### src/hdl/sadc_pkg.sv
package sadc_pkg;
   // register addresses on the peripheral bus
   localparam logic [15:0] ADDR_RESULT_WIDE = 16'hff18;
   localparam logic [15:0] ADDR_MODE = 16'hff80;
   localparam logic [15:0] ADDR_CHANNEL = 16'hff81;
   // high-byte result has no printed address
   localparam logic [15:0] ADDR_RESULT_HIGH = 16'hff1a;
   localparam logic [7:0] MODE_RESET = 8'h00;
   localparam logic [7:0] CHANNEL_RESET = 8'h00;
   // writable bits: run 7, timing 5..3, refgen 0
   localparam logic [7:0] MODE_WMASK = 8'hb9;
   localparam logic [7:0] CHANNEL_WMASK = 8'h03;
   localparam int RUN_BIT = 7;
   localparam int TSEL_LSB = 3;
   localparam int REFGEN_BIT = 0;
   localparam int RESULT_BITS = 10;
   localparam logic [7:0] SAMPLE_CYC [8] = '{8'h0c, 8'h18, 8'h30, 8'h58,
      8'h18, 8'h30, 8'h60, 8'hb0};
   localparam logic [7:0] TOTAL_CYC [8] = '{8'h24, 8'h30, 8'h48, 8'h70,
      8'h48, 8'h60, 8'h90, 8'he0};

   typedef enum logic [3:0] {
      ST_IDLE = 4'b0001,
      ST_SAMPLE = 4'b0010,
      ST_CONVERT = 4'b0100,
      ST_LOAD = 4'b1000
   } sadc_state_type;

   typedef enum logic [1:0] {
      OP_STOP = 2'b00,
      OP_WAIT = 2'b01,
      OP_CONVERT = 2'b10
   } sadc_opmode_type;
endpackage

### src/hdl/sadc_seq_if.sv
`timescale 1ns/100ps
interface sadc_seq_if;
   logic run;
   logic restart;
   logic [2:0] tsel;
   logic [9:0] result;
   logic done;
   modport ctl (output run, output restart, output tsel,
      input result, input done);
   modport seq (input run, input restart, input tsel,
      output result, output done);
endinterface // sadc_seq_if

### src/hdl/sadc_sequencer.sv
`timescale 1ns/100ps
module sadc_sequencer (
   input wire logic clk,
   input wire logic reset,
   sadc_seq_if.seq sq,
   input wire logic comp_high,
   output logic sample_hold,
   output logic [9:0] tap_select
);
   typedef struct packed {
      sadc_pkg::sadc_state_type st;
      logic [7:0] cnt;
      logic [3:0] bit_idx;
      logic [9:0] approx;
      logic done;
   } sadc_seq_type;

   sadc_seq_type q, d;

   function automatic logic [7:0] bit_span(input logic [2:0] t);
      // cycles per bit decision spread over conversion period
      bit_span = (sadc_pkg::TOTAL_CYC[t] - sadc_pkg::SAMPLE_CYC[t])
         / 8'(sadc_pkg::RESULT_BITS);
   endfunction

   always_comb begin
      d = q;
      d.done = 1'b0;
      case (q.st)
         sadc_pkg::ST_IDLE: begin
            if (sq.run) begin
               d.st = sadc_pkg::ST_SAMPLE;
               d.cnt = sadc_pkg::SAMPLE_CYC[sq.tsel] - 8'h01;
            end
         end
         sadc_pkg::ST_SAMPLE: begin
            if (q.cnt == 8'h00) begin
               d.st = sadc_pkg::ST_CONVERT;
               d.bit_idx = 4'(sadc_pkg::RESULT_BITS - 1);
               d.approx = 10'h200;
               d.cnt = bit_span(sq.tsel) - 8'h01;
            end else begin
               d.cnt = q.cnt - 8'h01;
            end
         end
         sadc_pkg::ST_CONVERT: begin
            if (q.cnt != 8'h00) begin
               d.cnt = q.cnt - 8'h01;
            end else begin
               // msb first, one comparator decision per bit
               d.approx[q.bit_idx] = comp_high;
               if (q.bit_idx == 4'h0) begin
                  d.st = sadc_pkg::ST_LOAD;
               end else begin
                  d.bit_idx = q.bit_idx - 4'h1;
                  d.approx[q.bit_idx - 4'h1] = 1'b1;
                  d.cnt = bit_span(sq.tsel) - 8'h01;
               end
            end
         end
         sadc_pkg::ST_LOAD: begin
            d.done = 1'b1;
            d.st = sadc_pkg::ST_SAMPLE;
            d.cnt = sadc_pkg::SAMPLE_CYC[sq.tsel] - 8'h01;
         end
         default: d.st = sadc_pkg::ST_IDLE;
      endcase
      if (!sq.run) begin
         d.st = sadc_pkg::ST_IDLE;
         d.done = 1'b0;
      end else if (sq.restart) begin
         d.st = sadc_pkg::ST_SAMPLE;
         d.cnt = sadc_pkg::SAMPLE_CYC[sq.tsel] - 8'h01;
         d.done = 1'b0;
      end
   end

   always_ff @(posedge clk) begin
      if (reset) begin
         q <= '{st: sadc_pkg::ST_IDLE, cnt: 8'h00, bit_idx: 4'h0,
            approx: 10'h000, done: 1'b0};
      end else begin
         q <= d;
      end
   end

   assign sample_hold = (q.st == sadc_pkg::ST_SAMPLE);
   assign tap_select = q.approx;
   assign sq.result = q.approx;
   assign sq.done = q.done;
endmodule // sadc_sequencer

### src/hdl/sadc_control_regs.sv
`timescale 1ns/100ps
// Overview of operation
// - mode register: run, timing, refgen; reset zero
// - run bit zero holds converter stopped
// - timing select picks sample and total cycles
// - refgen bit drives reference generator enable
// - enable bits select stop, wait, convert
// - channel register bits 1:0 pick input
// - wide result loaded each conversion, upper zero
// - wide result read as one 16-bit access
// - byte result holds eight most significant bits
// - byte result read with 8-bit access
// - mode or channel write may spoil result
// - control registers accept bit and byte writes
// - done interrupt request each finished conversion
// - run held high repeats conversions back-to-back
// - control write aborts and restarts conversion
// - clearing run stops conversion immediately
module sadc_control_regs (
   input wire logic clk,
   input wire logic reset,
   input wire logic [15:0] bus_addr,
   input wire logic bus_wr,
   input wire logic bus_rd,
   input wire logic bus_wide,
   input wire logic [7:0] bus_bit_mask,
   input wire logic [15:0] bus_wdata,
   output logic [15:0] bus_rdata,
   input wire logic comparator_in,
   output logic [3:0] analog_input_sel,
   output logic sample_hold,
   output logic [9:0] tap_select,
   output logic refgen_enable,
   output logic converter_power,
   output logic [1:0] op_mode,
   output logic conversion_done_irq
);
   typedef struct packed {
      logic [7:0] mode;
      logic [7:0] chan;
      logic [9:0] result;
      logic [15:0] rdata;
      logic irq;
      logic restart;
      logic cmp_sync;
   } sadc_regs_type;

   sadc_regs_type q, d;
   sadc_seq_if sq ();

   // bit-set/clear writes touch only masked bits; full byte uses 8'hff
   function automatic logic [7:0] merge(input logic [7:0] old,
      input logic [7:0] wd, input logic [7:0] bm, input logic [7:0] wm);
      merge = ((old & ~bm) | (wd & bm)) & wm;
   endfunction

   logic wr_mode, wr_chan;
   assign wr_mode = bus_wr && !bus_wide && bus_addr == sadc_pkg::ADDR_MODE;
   assign wr_chan = bus_wr && !bus_wide &&
      bus_addr == sadc_pkg::ADDR_CHANNEL;

   always_comb begin
      d = q;
      // comparator follows our own tap register, so same clock domain;
      // a second stage would make a decision see the previous tap
      d.cmp_sync = comparator_in;
      // registered so the sequencer sees the new run bit with the restart:
      // a write that clears run must not start one more sample
      d.restart = wr_mode || wr_chan;
      d.irq = sq.done;
      if (wr_mode) begin
         d.mode = merge(q.mode, bus_wdata[7:0], bus_bit_mask,
            sadc_pkg::MODE_WMASK);
      end
      if (wr_chan) begin
         // upper bits kept zero regardless of what software writes
         d.chan = merge(q.chan, bus_wdata[7:0], bus_bit_mask,
            sadc_pkg::CHANNEL_WMASK);
      end
      if (sq.done) begin
         d.result = sq.result;
      end
      d.rdata = 16'h0000;
      if (bus_rd) begin
         case (bus_addr)
            sadc_pkg::ADDR_MODE: d.rdata = {8'h00, q.mode};
            sadc_pkg::ADDR_CHANNEL: d.rdata = {8'h00, q.chan};
            sadc_pkg::ADDR_RESULT_WIDE: begin
               // only a word access returns it
               if (bus_wide) begin
                  d.rdata = {6'h00, q.result};
               end
            end
            sadc_pkg::ADDR_RESULT_HIGH: begin
               if (!bus_wide) begin
                  d.rdata = {8'h00, q.result[9:2]};
               end
            end
            default: d.rdata = 16'h0000;
         endcase
      end
   end

   always_ff @(posedge clk) begin
      if (reset) begin
         // result left as-is under reset is allowed; cleared for lint
         q <= '{mode: sadc_pkg::MODE_RESET, chan: sadc_pkg::CHANNEL_RESET,
            result: 10'h000, rdata: 16'h0000, irq: 1'b0,
            restart: 1'b0, cmp_sync: 1'b0};
      end else begin
         q <= d;
      end
   end

   assign sq.run = q.mode[sadc_pkg::RUN_BIT];
   // any control write that leaves run set restarts a running conversion; one that clears run stops it
   assign sq.restart = q.restart;
   assign sq.tsel = q.mode[sadc_pkg::TSEL_LSB +: 3];

   sadc_sequencer u_seq (
      .clk(clk),
      .reset(reset),
      .sq(sq),
      .comp_high(q.cmp_sync),
      .sample_hold(sample_hold),
      .tap_select(tap_select)
   );

   always_comb begin
      analog_input_sel = 4'h0;
      analog_input_sel[q.chan[1:0]] = 1'b1;
      op_mode = sadc_pkg::OP_STOP;
      if (q.mode[sadc_pkg::RUN_BIT]) begin
         op_mode = sadc_pkg::OP_CONVERT;
      end else if (q.mode[sadc_pkg::REFGEN_BIT]) begin
         op_mode = sadc_pkg::OP_WAIT;
      end
   end

   assign refgen_enable = q.mode[sadc_pkg::REFGEN_BIT];
   assign converter_power = q.mode[sadc_pkg::RUN_BIT];
   assign bus_rdata = q.rdata;
   assign conversion_done_irq = q.irq;
endmodule // sadc_control_regs

### config.mk
export PLATFORM = sky130hd
export DESIGN_NAME = sadc_control_regs
export DESIGN_NICKNAME = d
export VERILOG_FILES = /design/src/hdl/sadc_pkg.sv /design/src/hdl/sadc_seq_if.sv /design/src/hdl/sadc_sequencer.sv /design/src/hdl/sadc_control_regs.sv
export SDC_FILE = /design/constraint.sdc
export NUM_CORES = 1
export LEC_CHECK = 0
export BUFFER_PORTS_ARGS = -buffer_cell sky130_fd_sc_hd__buf_2
export CORE_MARGIN = 4
export CORE_UTILIZATION = 51
export DETAILED_ROUTE_END_ITERATION = 8
export GPL_TIMING_DRIVEN = 0
export HOLD_SLACK_MARGIN = 0.02
export MAX_ROUTING_LAYER = met4
export PLACE_DENSITY = 0.89
export SYNTH_ARGS = -nofsm -noshare
export SYNTH_HDL_FRONTEND = slang
export SYNTH_SLANG_ARGS = --single-unit
### constraint.sdc
create_clock -name clk -period 5.8 [get_ports clk]
set_clock_uncertainty 0.2 [all_clocks]
set_input_delay 0 -clock clk [delete_from_list [all_inputs] [get_ports clk]]
set_output_delay 0 -clock clk [all_outputs]
set_load 0.005 [all_outputs]
# After elaboration in Yosys (flattened, before gate mapping)
# Memory sizes are Yosys's and may differ from the RTL's.
# Index checks and enable logic that the tools add are counted.
[word_totals]
output_inout_bits = 36
mem_bits_ro = 128
register_bits = 63
latchBits = 0
mem_count = 2
ramBits = 0
[mem_list]
columns = ["memory", "words", "width", "rd", "rd_ports_with_merged_regs", "wr", "line", "rtl"]
rows = [
  ["(no name shown)", 8, 8, 1, 0, 0, "sadc_sequencer.sv:22", "bit_span = (sadc_pkg::TOTAL_CYC[t] - sadc_pkg::SAMPLE_CYC[t])"],
  ["(no name shown)", 8, 8, 1, 0, 0, "sadc_sequencer.sv:22", ""],
]
[op_classes]
n_reduce_logical = 19
order_cmp = 7
shift = 0
n_mux = 31
eq_ne = 17
addsub = 5
n_mul = 0
div = 1
bitwise_logic = 10
[op_table]
columns = ["operator", "count"]
rows = [
  ["16-bit equality test, second input constant", 4],
  ["8-bit two-way mux", 8],
  ["10-bit case mux with 4 select lines", 1],
  ["8-bit case mux with 4 select lines", 1],
  ["14-bit two-way mux", 2],
  ["14-bit case mux with 2 select lines", 1],
  ["8-bit by 1-bit subtractor with 8-bit output, second input constant", 3],
  ["22-bit two-way mux", 1],
  ["10-bit two-way mux", 2],
  ["8-bit AND", 2],
  ["4-bit case mux with 4 select lines", 1],
  ["12-bit two-way mux", 1],
  ["4-bit two-way mux", 3],
  ["4-bit AND reduction", 3],
  ["10-bit bitwise mux", 1],
  ["4-bit by 5-bit < comparator with 1-bit output, second input constant", 2],
  ["10-bit bitwise OR", 1],
  ["1-bit demux with 4-bit select", 2],
  ["8-bit by 4-bit divider with 8-bit output, second input constant", 1],
  ["4-bit by 1-bit >= comparator with 1-bit output, second input constant", 2],
  ["8-bit logical NOT", 1],
  ["8-bit NOT", 1],
  ["8-bit bitwise OR", 1],
  ["8-bit nonzero test", 1],
  ["other kinds (29)", 44],
]

# Logic depth before layout (Yosys ltp)
# Gate-level depths: netlist of the first run.
[depth]
ltp_word = 12
depth_mapped = 30

# Modules after synthesis
# Synthesis of the first run repeated with hierarchy kept, for this count alone.
[hier_totals]
cells_unflattened = 568
hier_area_um2 = 4349.2
[by_module_without_submodules]
columns = ["module", "n_inst", "cells_per_inst", "area_each_um2"]
rows = [
  ["sadc_sequencer", 1, 411, 2921.6],
  ["sadc_control_regs", 1, 157, 1427.6],
]

# Least setup slack after synthesis of the first run
# No wires, ideal clock.
[synth_path]
path_type = "reg2reg"
from = "register with a tool-made name"
to = "register u_seq.q[19] in the netlist's numbering"
path_stages_with_launch = 29
t_required_ps = 5475
slack_ps = -69
arrival_ps = 5544
synth_period_minus_slack_ps = 5869
setup_time_ps = 125
n_path_buf = 3
cell_sequence = "dfxtp_1 clkbuf_1 xor2_1 nor2b_1 ha_1 buf_6 or2_0 a311o_1 or3_1 and3_1 buf_6 xor2_4 mux2i_1 nor3_4 ha_1 nor3_1 a21oi_2 ha_1 a2111oi_0 mux2i_1 o211ai_2 nand2_1 nor2_1 ha_1 o211ai_1 xor2_1 o21ai_1 a222oi_1 nor2_1"
[synth_rtl]
columns = ["element", "line", "rtl"]
rows = [
  ["end signal: assignment", "sadc_sequencer.sv:80", "q <= '{st: sadc_pkg::ST_IDLE, cnt: 8'h00, bit_idx: 4'h0,"],
  ["end: declaration", "sadc_sequencer.sv:18", "sadc_seq_type q, d;"],
]

==> results of run 1 <==
## cells in the final DEF, fill, tap and decap left out, drive strengths merged, types with 3 or more instances in the layout
| master | count |
|---|---|
| dfxtp | 57 |
| xnor2 | 5 |
| o21ai | 33 |
| a31oi | 7 |
| nor2b | 13 |
| nor4 | 8 |
| a222oi | 6 |
| a21oi | 39 |
| o211ai | 8 |
| xor2 | 9 |
| or2 | 8 |
| nor3b | 3 |
| clkbuf | 26 |
| nand2 | 52 |
| mux2i | 14 |
| clkinv | 3 |
| buf | 122 |
| nand3 | 20 |
| dlygate4sd3 | 30 |
| ha | 10 |
| o22ai | 4 |
| mux2 | 3 |
| conb | 6 |
| nand4 | 8 |
| a32oi | 3 |
| nor2 | 70 |
| a211oi | 3 |
| nand2b | 9 |
| and4b | 3 |
| inv | 17 |
| o2111ai | 5 |
| and2 | 4 |
| nor3 | 20 |
| or3 | 7 |
| and3 | 8 |
## per-stage QoR
stage | cell area (um2) | hold WS, ns | instances | util
finish | 5530 | 0.123 | 782 | 0.708
CTS | 5340 | 0.0726 | 770 | 0.683
floorplan | 4180 | -0.0718 | 551 | -
global route | 5530 | 0.139 | 782 | 0.708
detailed placement | 4620 | 0.0130 | 716 | 0.592
global placement | 4620 | 0.0116 | 716 | 0.592
## area by class of cell
| type | count | area (um2) |
|---|---|---|
| Clock buffer | 11 | 141 |
| Multi-Input combinational cell | 423 | 2820 |
| Tap cell | 102 | 128 |
| Sequential cell | 57 | 1150 |
| Timing Repair Buffer | 116 | 801 |
| Buffer | 51 | 345 |
| Inverter | 17 | 63.8 |
| Fill cell | 549 | 2280 |
| Clock inverter | 5 | 78.8 |
## power groups by stage
stage | Sequential [mW] | Combinational (mW) | Clock (mW)
2_1_floorplan | 0.402 | 0.0236 | 0
3_3_place_gp | 0.402 | 0.0420 | 0
3_5_place_dp | 0.402 | 0.0433 | 0
4_1_cts | 0.393 | 0.0509 | 0.414
5_1_grt | 0.392 | 0.0588 | 0.435
6_report | 0.392 | 0.0541 | 0.414
## how the worst max path moves through the flow
stage / cells past startpoint / slack (ns) / start / endpoint
3_3_place_gp: 28 / -0.53 / flop / u_seq.q[19]$_SDFF_PP0_
6_report: 28 / 0.19 / flop / u_seq.q[17]$_SDFF_PP0_
2_1_floorplan: 28 / 0.03 / flop / u_seq.q[19]$_SDFF_PP0_
5_1_grt: 28 / -0.02 / flop / u_seq.q[19]$_SDFF_PP0_
3_5_place_dp: 28 / -0.72 / flop / u_seq.q[19]$_SDFF_PP0_
4_1_cts: 28 / 0.002 / flop / u_seq.q[19]$_SDFF_PP0_
## repair_timing
action / CTS / global route
hold buffers: 30 / 0
buffers inserted: 8 / 15
resized for setup: 29 / 22
hold endpoints to repair: 24 / 0
endpoints found under the setup margin: 4 / 4
pin swaps: 10 / 17
cloned: 0 / 0
## kinds of logic (layout without fill, tap and decap cells)
logic type,Yosys count,count (layout)
simple gates,240,240
compound gates,136,136
fa+ha+maj,10,10
other cells,1,6
buf+inv,71,200
flops,57,57
xor+xnor,14,14
mux,17,17
## worst max-delay path: cells and delay by family (launching register included)
family,cells,cell delay (ns)
and+or+nand+nor,9,1.30
xor gates and xnor gates,3,0.44
AOI/OAI and AO/OA,6,1.36
DFF,1,0.37
muxes,2,0.43
buffers and inverters,4,0.45
adders and majority gates,4,0.86
## layer usage
metal | global-route usage | routed length [um]
met5 | - | 0
met3 | 0.0586 | 1250
met4 | 0.112 | 384
met1 | 0.325 | 5400
met2 | 0.469 | 6770
==> flow_metrics.env, run 1 <==
export IMPL_cpMaxStageDelayCell="dfxtp_4"
export IMPL_async_flop_share=0
export IMPL_cts_max_path_buffers=2
export IMPL_initial_utilization=0.532
export IMPL_core_um2=7810
export IMPL_fp_row_count=32
export IMPL_regToRegSetupSlack_ns=0.19
export IMPL_yosys_top_cells_area="dfxtp_1 (27%), nor2_1 (6.2%), buf_4 (4.9%), nand2_1 (4.6%), a21oi_1 (4.6%)"
export IMPL_antenna_found_initial=0
export IMPL_hold_class="in2reg"
export IMPL_tightestPinTransition_ns=1.08
export IMPL_critical_path_max_stage_delay_ns=0.37
export IMPL_maxSlewHeadroom=0.276
export IMPL_synth_edff_count=0
export IMPL_ir_worst_vdd_uv=122
export IMPL_synth_compound_area_frac=0.218
export IMPL_hp_start="bus_rd"
export IMPL_cap_viol_max_count=0
export IMPL_area_growth_pct=33.1
export IMPL_synth_seq_cells=57
export IMPL_drv_slew=0
export IMPL_worst_path_max_fanout=7
export IMPL_switching_share=0.222
export IMPL_synth_top_family_by_area="simple AND/OR/NAND/NOR gates"
export IMPL_comb_power_share=0.063
export IMPL_synth_area_um2=4160
export IMPL_power_frac_clock=0.481
export IMPL_synth_seq_area_share=0.275
export IMPL_yosysTopAreaCell="dfxtp_1"
export IMPL_wl_mm=13.8
export IMPL_setup_viol=0
export IMPL_fmax_mhz=178
export IMPL_grt_pass1_wl_mm=21.8
export IMPL_root_buffer="clkbuf_8"
export IMPL_cp_end_kind="flop"
export IMPL_drc=0
export IMPL_powerDensity_nw_per_um2=156
export IMPL_viasPerCell=6.16
export IMPL_power_mw=0.861
export IMPL_clkSinkCount=57
export IMPL_avgRoutedWirePerCell_um=17.7
export IMPL_drt_pass1_iterations=7
export IMPL_cts_buffers=9
export IMPL_reg2regPathDepth=28
export IMPL_final_nets=731
export IMPL_setup_tns_ns=0
export IMPL_hold_viol=0
export IMPL_p_leak_nw=2.28
export IMPL_cp_required_ns=5.79
export IMPL_synth_common_cells="nor2_1 (69), dfxtp_1 (57), nand2_1 (51)"
export IMPL_synthCells=546
export IMPL_muxShareOfSynthArea=0.0419
export IMPL_status="finished, final reports clean"
export IMPL_grt_pass1_vias=4600
export IMPL_synth_warnings=0
export IMPL_p_switching_mw=0.191
export IMPL_layout_drive_gt1_share=0.285
export IMPL_grt_total_usage=0.279
export IMPL_io_pins=82
export IMPL_synth_simple_gate_area_frac=0.304
export IMPL_clk_pin_slew_worst_paths_ns=0.07
export IMPL_min_period_over_period=0.967
export IMPL_cts_htree_levels=3
export IMPL_vias=4821
export IMPL_setup_slack_ns=0.194
export IMPL_syn_avg_cell_area_um2=7.61
export IMPL_whs_path_depth=4
export IMPL_dieArea_um2=9660
export IMPL_port_buffers=63
export IMPL_drt_iter0_drc=443
export IMPL_ant_nets=0
export IMPL_hold_end="bus_rdata[5]$_SDFF_PP0_"
export IMPL_clkLatencyLatePin_ns=0.34
export IMPL_hpwl_mm=8.47
export IMPL_die_h_um=98.3
export IMPL_yosys_area_top_type_share=0.275
export IMPL_diodes=0
export IMPL_synthXorXnorAreaFrac=0.0358
export IMPL_die_x_um=98.3
export IMPL_pwr_share_seq=0.456
export IMPL_cts_tree="done"
export IMPL_pre_cts_ws_ns=-0.715
export IMPL_crit_type="reg2reg"
export IMPL_internal_power_mw=0.669
export IMPL_ys_flop_type="dfxtp_1"
export IMPL_critPathLaunchType="flop"
export IMPL_reg2reg_to="u_seq.q[17]$_SDFF_PP0_"
export IMPL_synth_adder_area_share=0.0301
export IMPL_cp_common_cell="ha_4"
export IMPL_routabilityCongestion=0.917
export IMPL_arrival_ns=5.60
export IMPL_yosysMostFrequentCell="nor2_1"
export IMPL_synth_cell_type_count=79
export IMPL_min_period_ns=5.61
export IMPL_grt_max_degree=11
export IMPL_overflow=0
Power figures use the tool's default switching activity.
==> run 2, diff against run 1 <==
--- a/config.mk
+++ b/config.mk
@@ -5,14 +5,15 @@
 export SDC_FILE = /design/constraint.sdc
 export NUM_CORES = 1
 export LEC_CHECK = 0
+export ABC_AREA = 1
 export BUFFER_PORTS_ARGS = -buffer_cell sky130_fd_sc_hd__buf_2
 export CORE_MARGIN = 4
-export CORE_UTILIZATION = 51
+export CORE_UTILIZATION = 50
 export DETAILED_ROUTE_END_ITERATION = 8
 export GPL_TIMING_DRIVEN = 0
 export HOLD_SLACK_MARGIN = 0.02
 export MAX_ROUTING_LAYER = met4
-export PLACE_DENSITY = 0.89
+export PLACE_DENSITY = 0.88
 export SYNTH_ARGS = -nofsm -noshare
 export SYNTH_HDL_FRONTEND = slang
 export SYNTH_SLANG_ARGS = --single-unit
==> flow_metrics.env, run 2 <==
export IMPL_p_leak_nw=2.52
export IMPL_synthCells=638
export IMPL_grt_pass1_vias=4274
export IMPL_cp_buffers_inverters=8
export IMPL_synth_seq_cells=57
export IMPL_arrival_ns=5.21
export IMPL_clkLatencyLatePin_ns=0.34
export IMPL_rsz0062_at_grt="no"
export IMPL_fp_row_count=32
export IMPL_cp_common_cell="nand2_2"
export IMPL_pwr_share_seq=0.489
export IMPL_ys_flop_type="dfxtp_1"
export IMPL_synth_warnings=0
export IMPL_cts_htree_levels=3
export IMPL_cp_end_kind="flop"
export IMPL_io_pins=82
export IMPL_worst_path_max_fanout=7
export IMPL_maxSlewHeadroom=0.334
export IMPL_critical_path_max_stage_delay_ns=0.38
export IMPL_dp_cells=807
export IMPL_yosysMostFrequentCell="inv_1"
export IMPL_p_switching_mw=0.174
export IMPL_cts_tree="done"
export IMPL_switching_share=0.217
export IMPL_layout_drive_gt1_share=0.194
export IMPL_cap_viol_max_count=0
export IMPL_hold_viol=0
export IMPL_syn_avg_cell_area_um2=6.31
export IMPL_synth_seq_area_share=0.283
export IMPL_dieArea_um2=9550
export IMPL_final_nets=798
export IMPL_ant_nets=0
export IMPL_die_h_um=97.7
export IMPL_layout_common_cells="inv_1 (108), nand2_1 (105), nor2_1 (83)"
export IMPL_post_cts_buffers=0
export IMPL_die_x_um=97.7
export IMPL_overflow=0
export IMPL_drv_slew=0
export IMPL_initial_utilization=0.518
export IMPL_root_buffer="clkbuf_8"
export IMPL_avgRoutedWirePerCell_um=13.1
export IMPL_comb_power_share=0.045
export IMPL_status="finished, final reports clean"
export IMPL_diodes=0
export IMPL_synth_cell_type_count=42
export IMPL_ir_worst_vdd_uv=115
export IMPL_antenna_found_initial=0
export IMPL_setup_viol=0
export IMPL_cts_buffers=9
export IMPL_core_um2=7770
export IMPL_viasPerCell=5.27
export IMPL_setup_slack_ns=0.625
export IMPL_yosys_top_cells_area="dfxtp_1 (28%), inv_1 (10%), nand2_1 (9.9%), nor2_1 (7.8%), a21oi_1 (6.1%)"
export IMPL_path_delay_family="simple AND/OR/NAND/NOR gates"
export IMPL_cpMaxStageDelayCell="dfxtp_1"
export IMPL_fmax_mhz=193
export IMPL_min_period_over_period=0.892
export IMPL_crit_type="reg2reg"
export IMPL_cp_required_ns=5.83
export IMPL_grt_total_usage=0.243
export IMPL_grt_pass1_wl_mm=19.0
export IMPL_drt_pass1_iterations=6
export IMPL_tightestPinTransition_ns=0.992
export IMPL_synth_edff_count=0
export IMPL_setup_tns_ns=0
export IMPL_routabilityCongestion=0.944
export IMPL_drc=0
export IMPL_synth_area_um2=4030
export IMPL_power_frac_clock=0.466
export IMPL_critPathLaunchType="flop"
export IMPL_grt_max_degree=11
export IMPL_internal_power_mw=0.628
export IMPL_synth_common_cells="inv_1 (109), nand2_1 (106), nor2_1 (84)"
export IMPL_powerDensity_nw_per_um2=162
export IMPL_hold_class="in2reg"
export IMPL_area_growth_pct=23.2
export IMPL_stdcell_count=848
export IMPL_hpwl_mm=8.15
export IMPL_final_common_cell="inv_1"
export IMPL_min_period_ns=5.18
export IMPL_vias=4467
export IMPL_port_buffers=62
export IMPL_yosysTopAreaCell="dfxtp_1"
export IMPL_clk_pin_slew_worst_paths_ns=0.07
export IMPL_cts_max_path_buffers=2
export IMPL_clkSinkCount=57
export IMPL_yosys_area_top_type_share=0.283
export IMPL_pre_cts_ws_ns=0.462
export IMPL_drt_iter0_drc=399
export IMPL_async_flop_share=0
export IMPL_wl_mm=11.1
## run 2: changes by cell type after synthesis, moves of 15 or more
cell / change
nand3_1: +20
inv_1: +92
nand2_1: +55
o21ai_0: +17
nand2_2: +17
nor2_1: +15
## run 2: final cells by class
cell class,instances,area (um2)
repair buffers,88,571
clock inverters,3,40.0
fillers,688,2810
clock buffers,12,155
well taps,102,128
flip-flops and latches,57,1140
inverters,117,439
plain buffers,33,225
multi-input cells,436,2260
## run 2: final timing paths
path                                         from                         endpoint  slack [ns]  cells past startpoint
hold / removal                        bus_addr[0]          bus_rdata[8]$_SDFF_PP0_        0.04                      6
setup reg to reg                             flop           u_seq.q[19]$_SDFF_PP0_        0.62                     39
setup / recovery                             flop           u_seq.q[19]$_SDFF_PP0_        0.62                     39
hold reg to reg   u_seq.sq.result[7]$_SDFFE_PP0P_  u_seq.sq.result[7]$_SDFFE_PP0P_        0.28                      2
## run 2: routing by layer
metal,track usage,vias up,part of all wire
met5,-,-,0
met4,0.120,0,0.033
met3,0.0431,31,0.068
met2,0.416,182,0.50
met1,0.273,2004,0.40
li1,-,2250,-
## run 2: cells by family (layout without fill, tap and decap cells)
kind of cell,Yosys count,in the layout,share of synthesized area
other,1,6,0.000932
DFF,57,57,0.283
xor gates and xnor gates,4,4,0.00871
buffers and inverters,150,253,0.165
adders and majority gates,10,10,0.0311
AOI/OAI and AO/OA,128,128,0.181
and+or+nand+nor,288,288,0.330
## run 2: power groups by stage
stage	Sequential, mW	Combinational (mW)	Clock (mW)
floorplan	0.401	0.0125	0
CTS	0.392	0.0349	0.377
detailed placement	0.401	0.0280	0
global route	0.392	0.0397	0.395
global placement	0.401	0.0271	0
finish	0.393	0.0363	0.374
## run 2: repair_timing
action | CTS | global route
endpoints found under the hold margin | 22 | 0
hold buffers | 26 | 0
resized for setup | 0 | 6
endpoints found under the setup margin | 0 | 3
## run 2: worst min-delay path, cell delays in order
cell and delay [ns]:
buf_2 0.09, nor2_1 0.06, nand3b_1 0.10, nor2_1 0.13
inv_1 0.10, nor2_1 0.04
## run 2: through the flow
stage          power, mW  hold slack, ns  utilization  instance area, um2
2_1_floorplan      0.413         -0.0930            -                4040
3_3_place_gp       0.428         0.00250        0.577                4480
3_5_place_dp       0.429          0.0153        0.577                4480
4_1_cts            0.804          0.0210        0.636                4940
5_1_grt            0.827          0.0929        0.638                4960
6_report           0.803          0.0375        0.638                4960
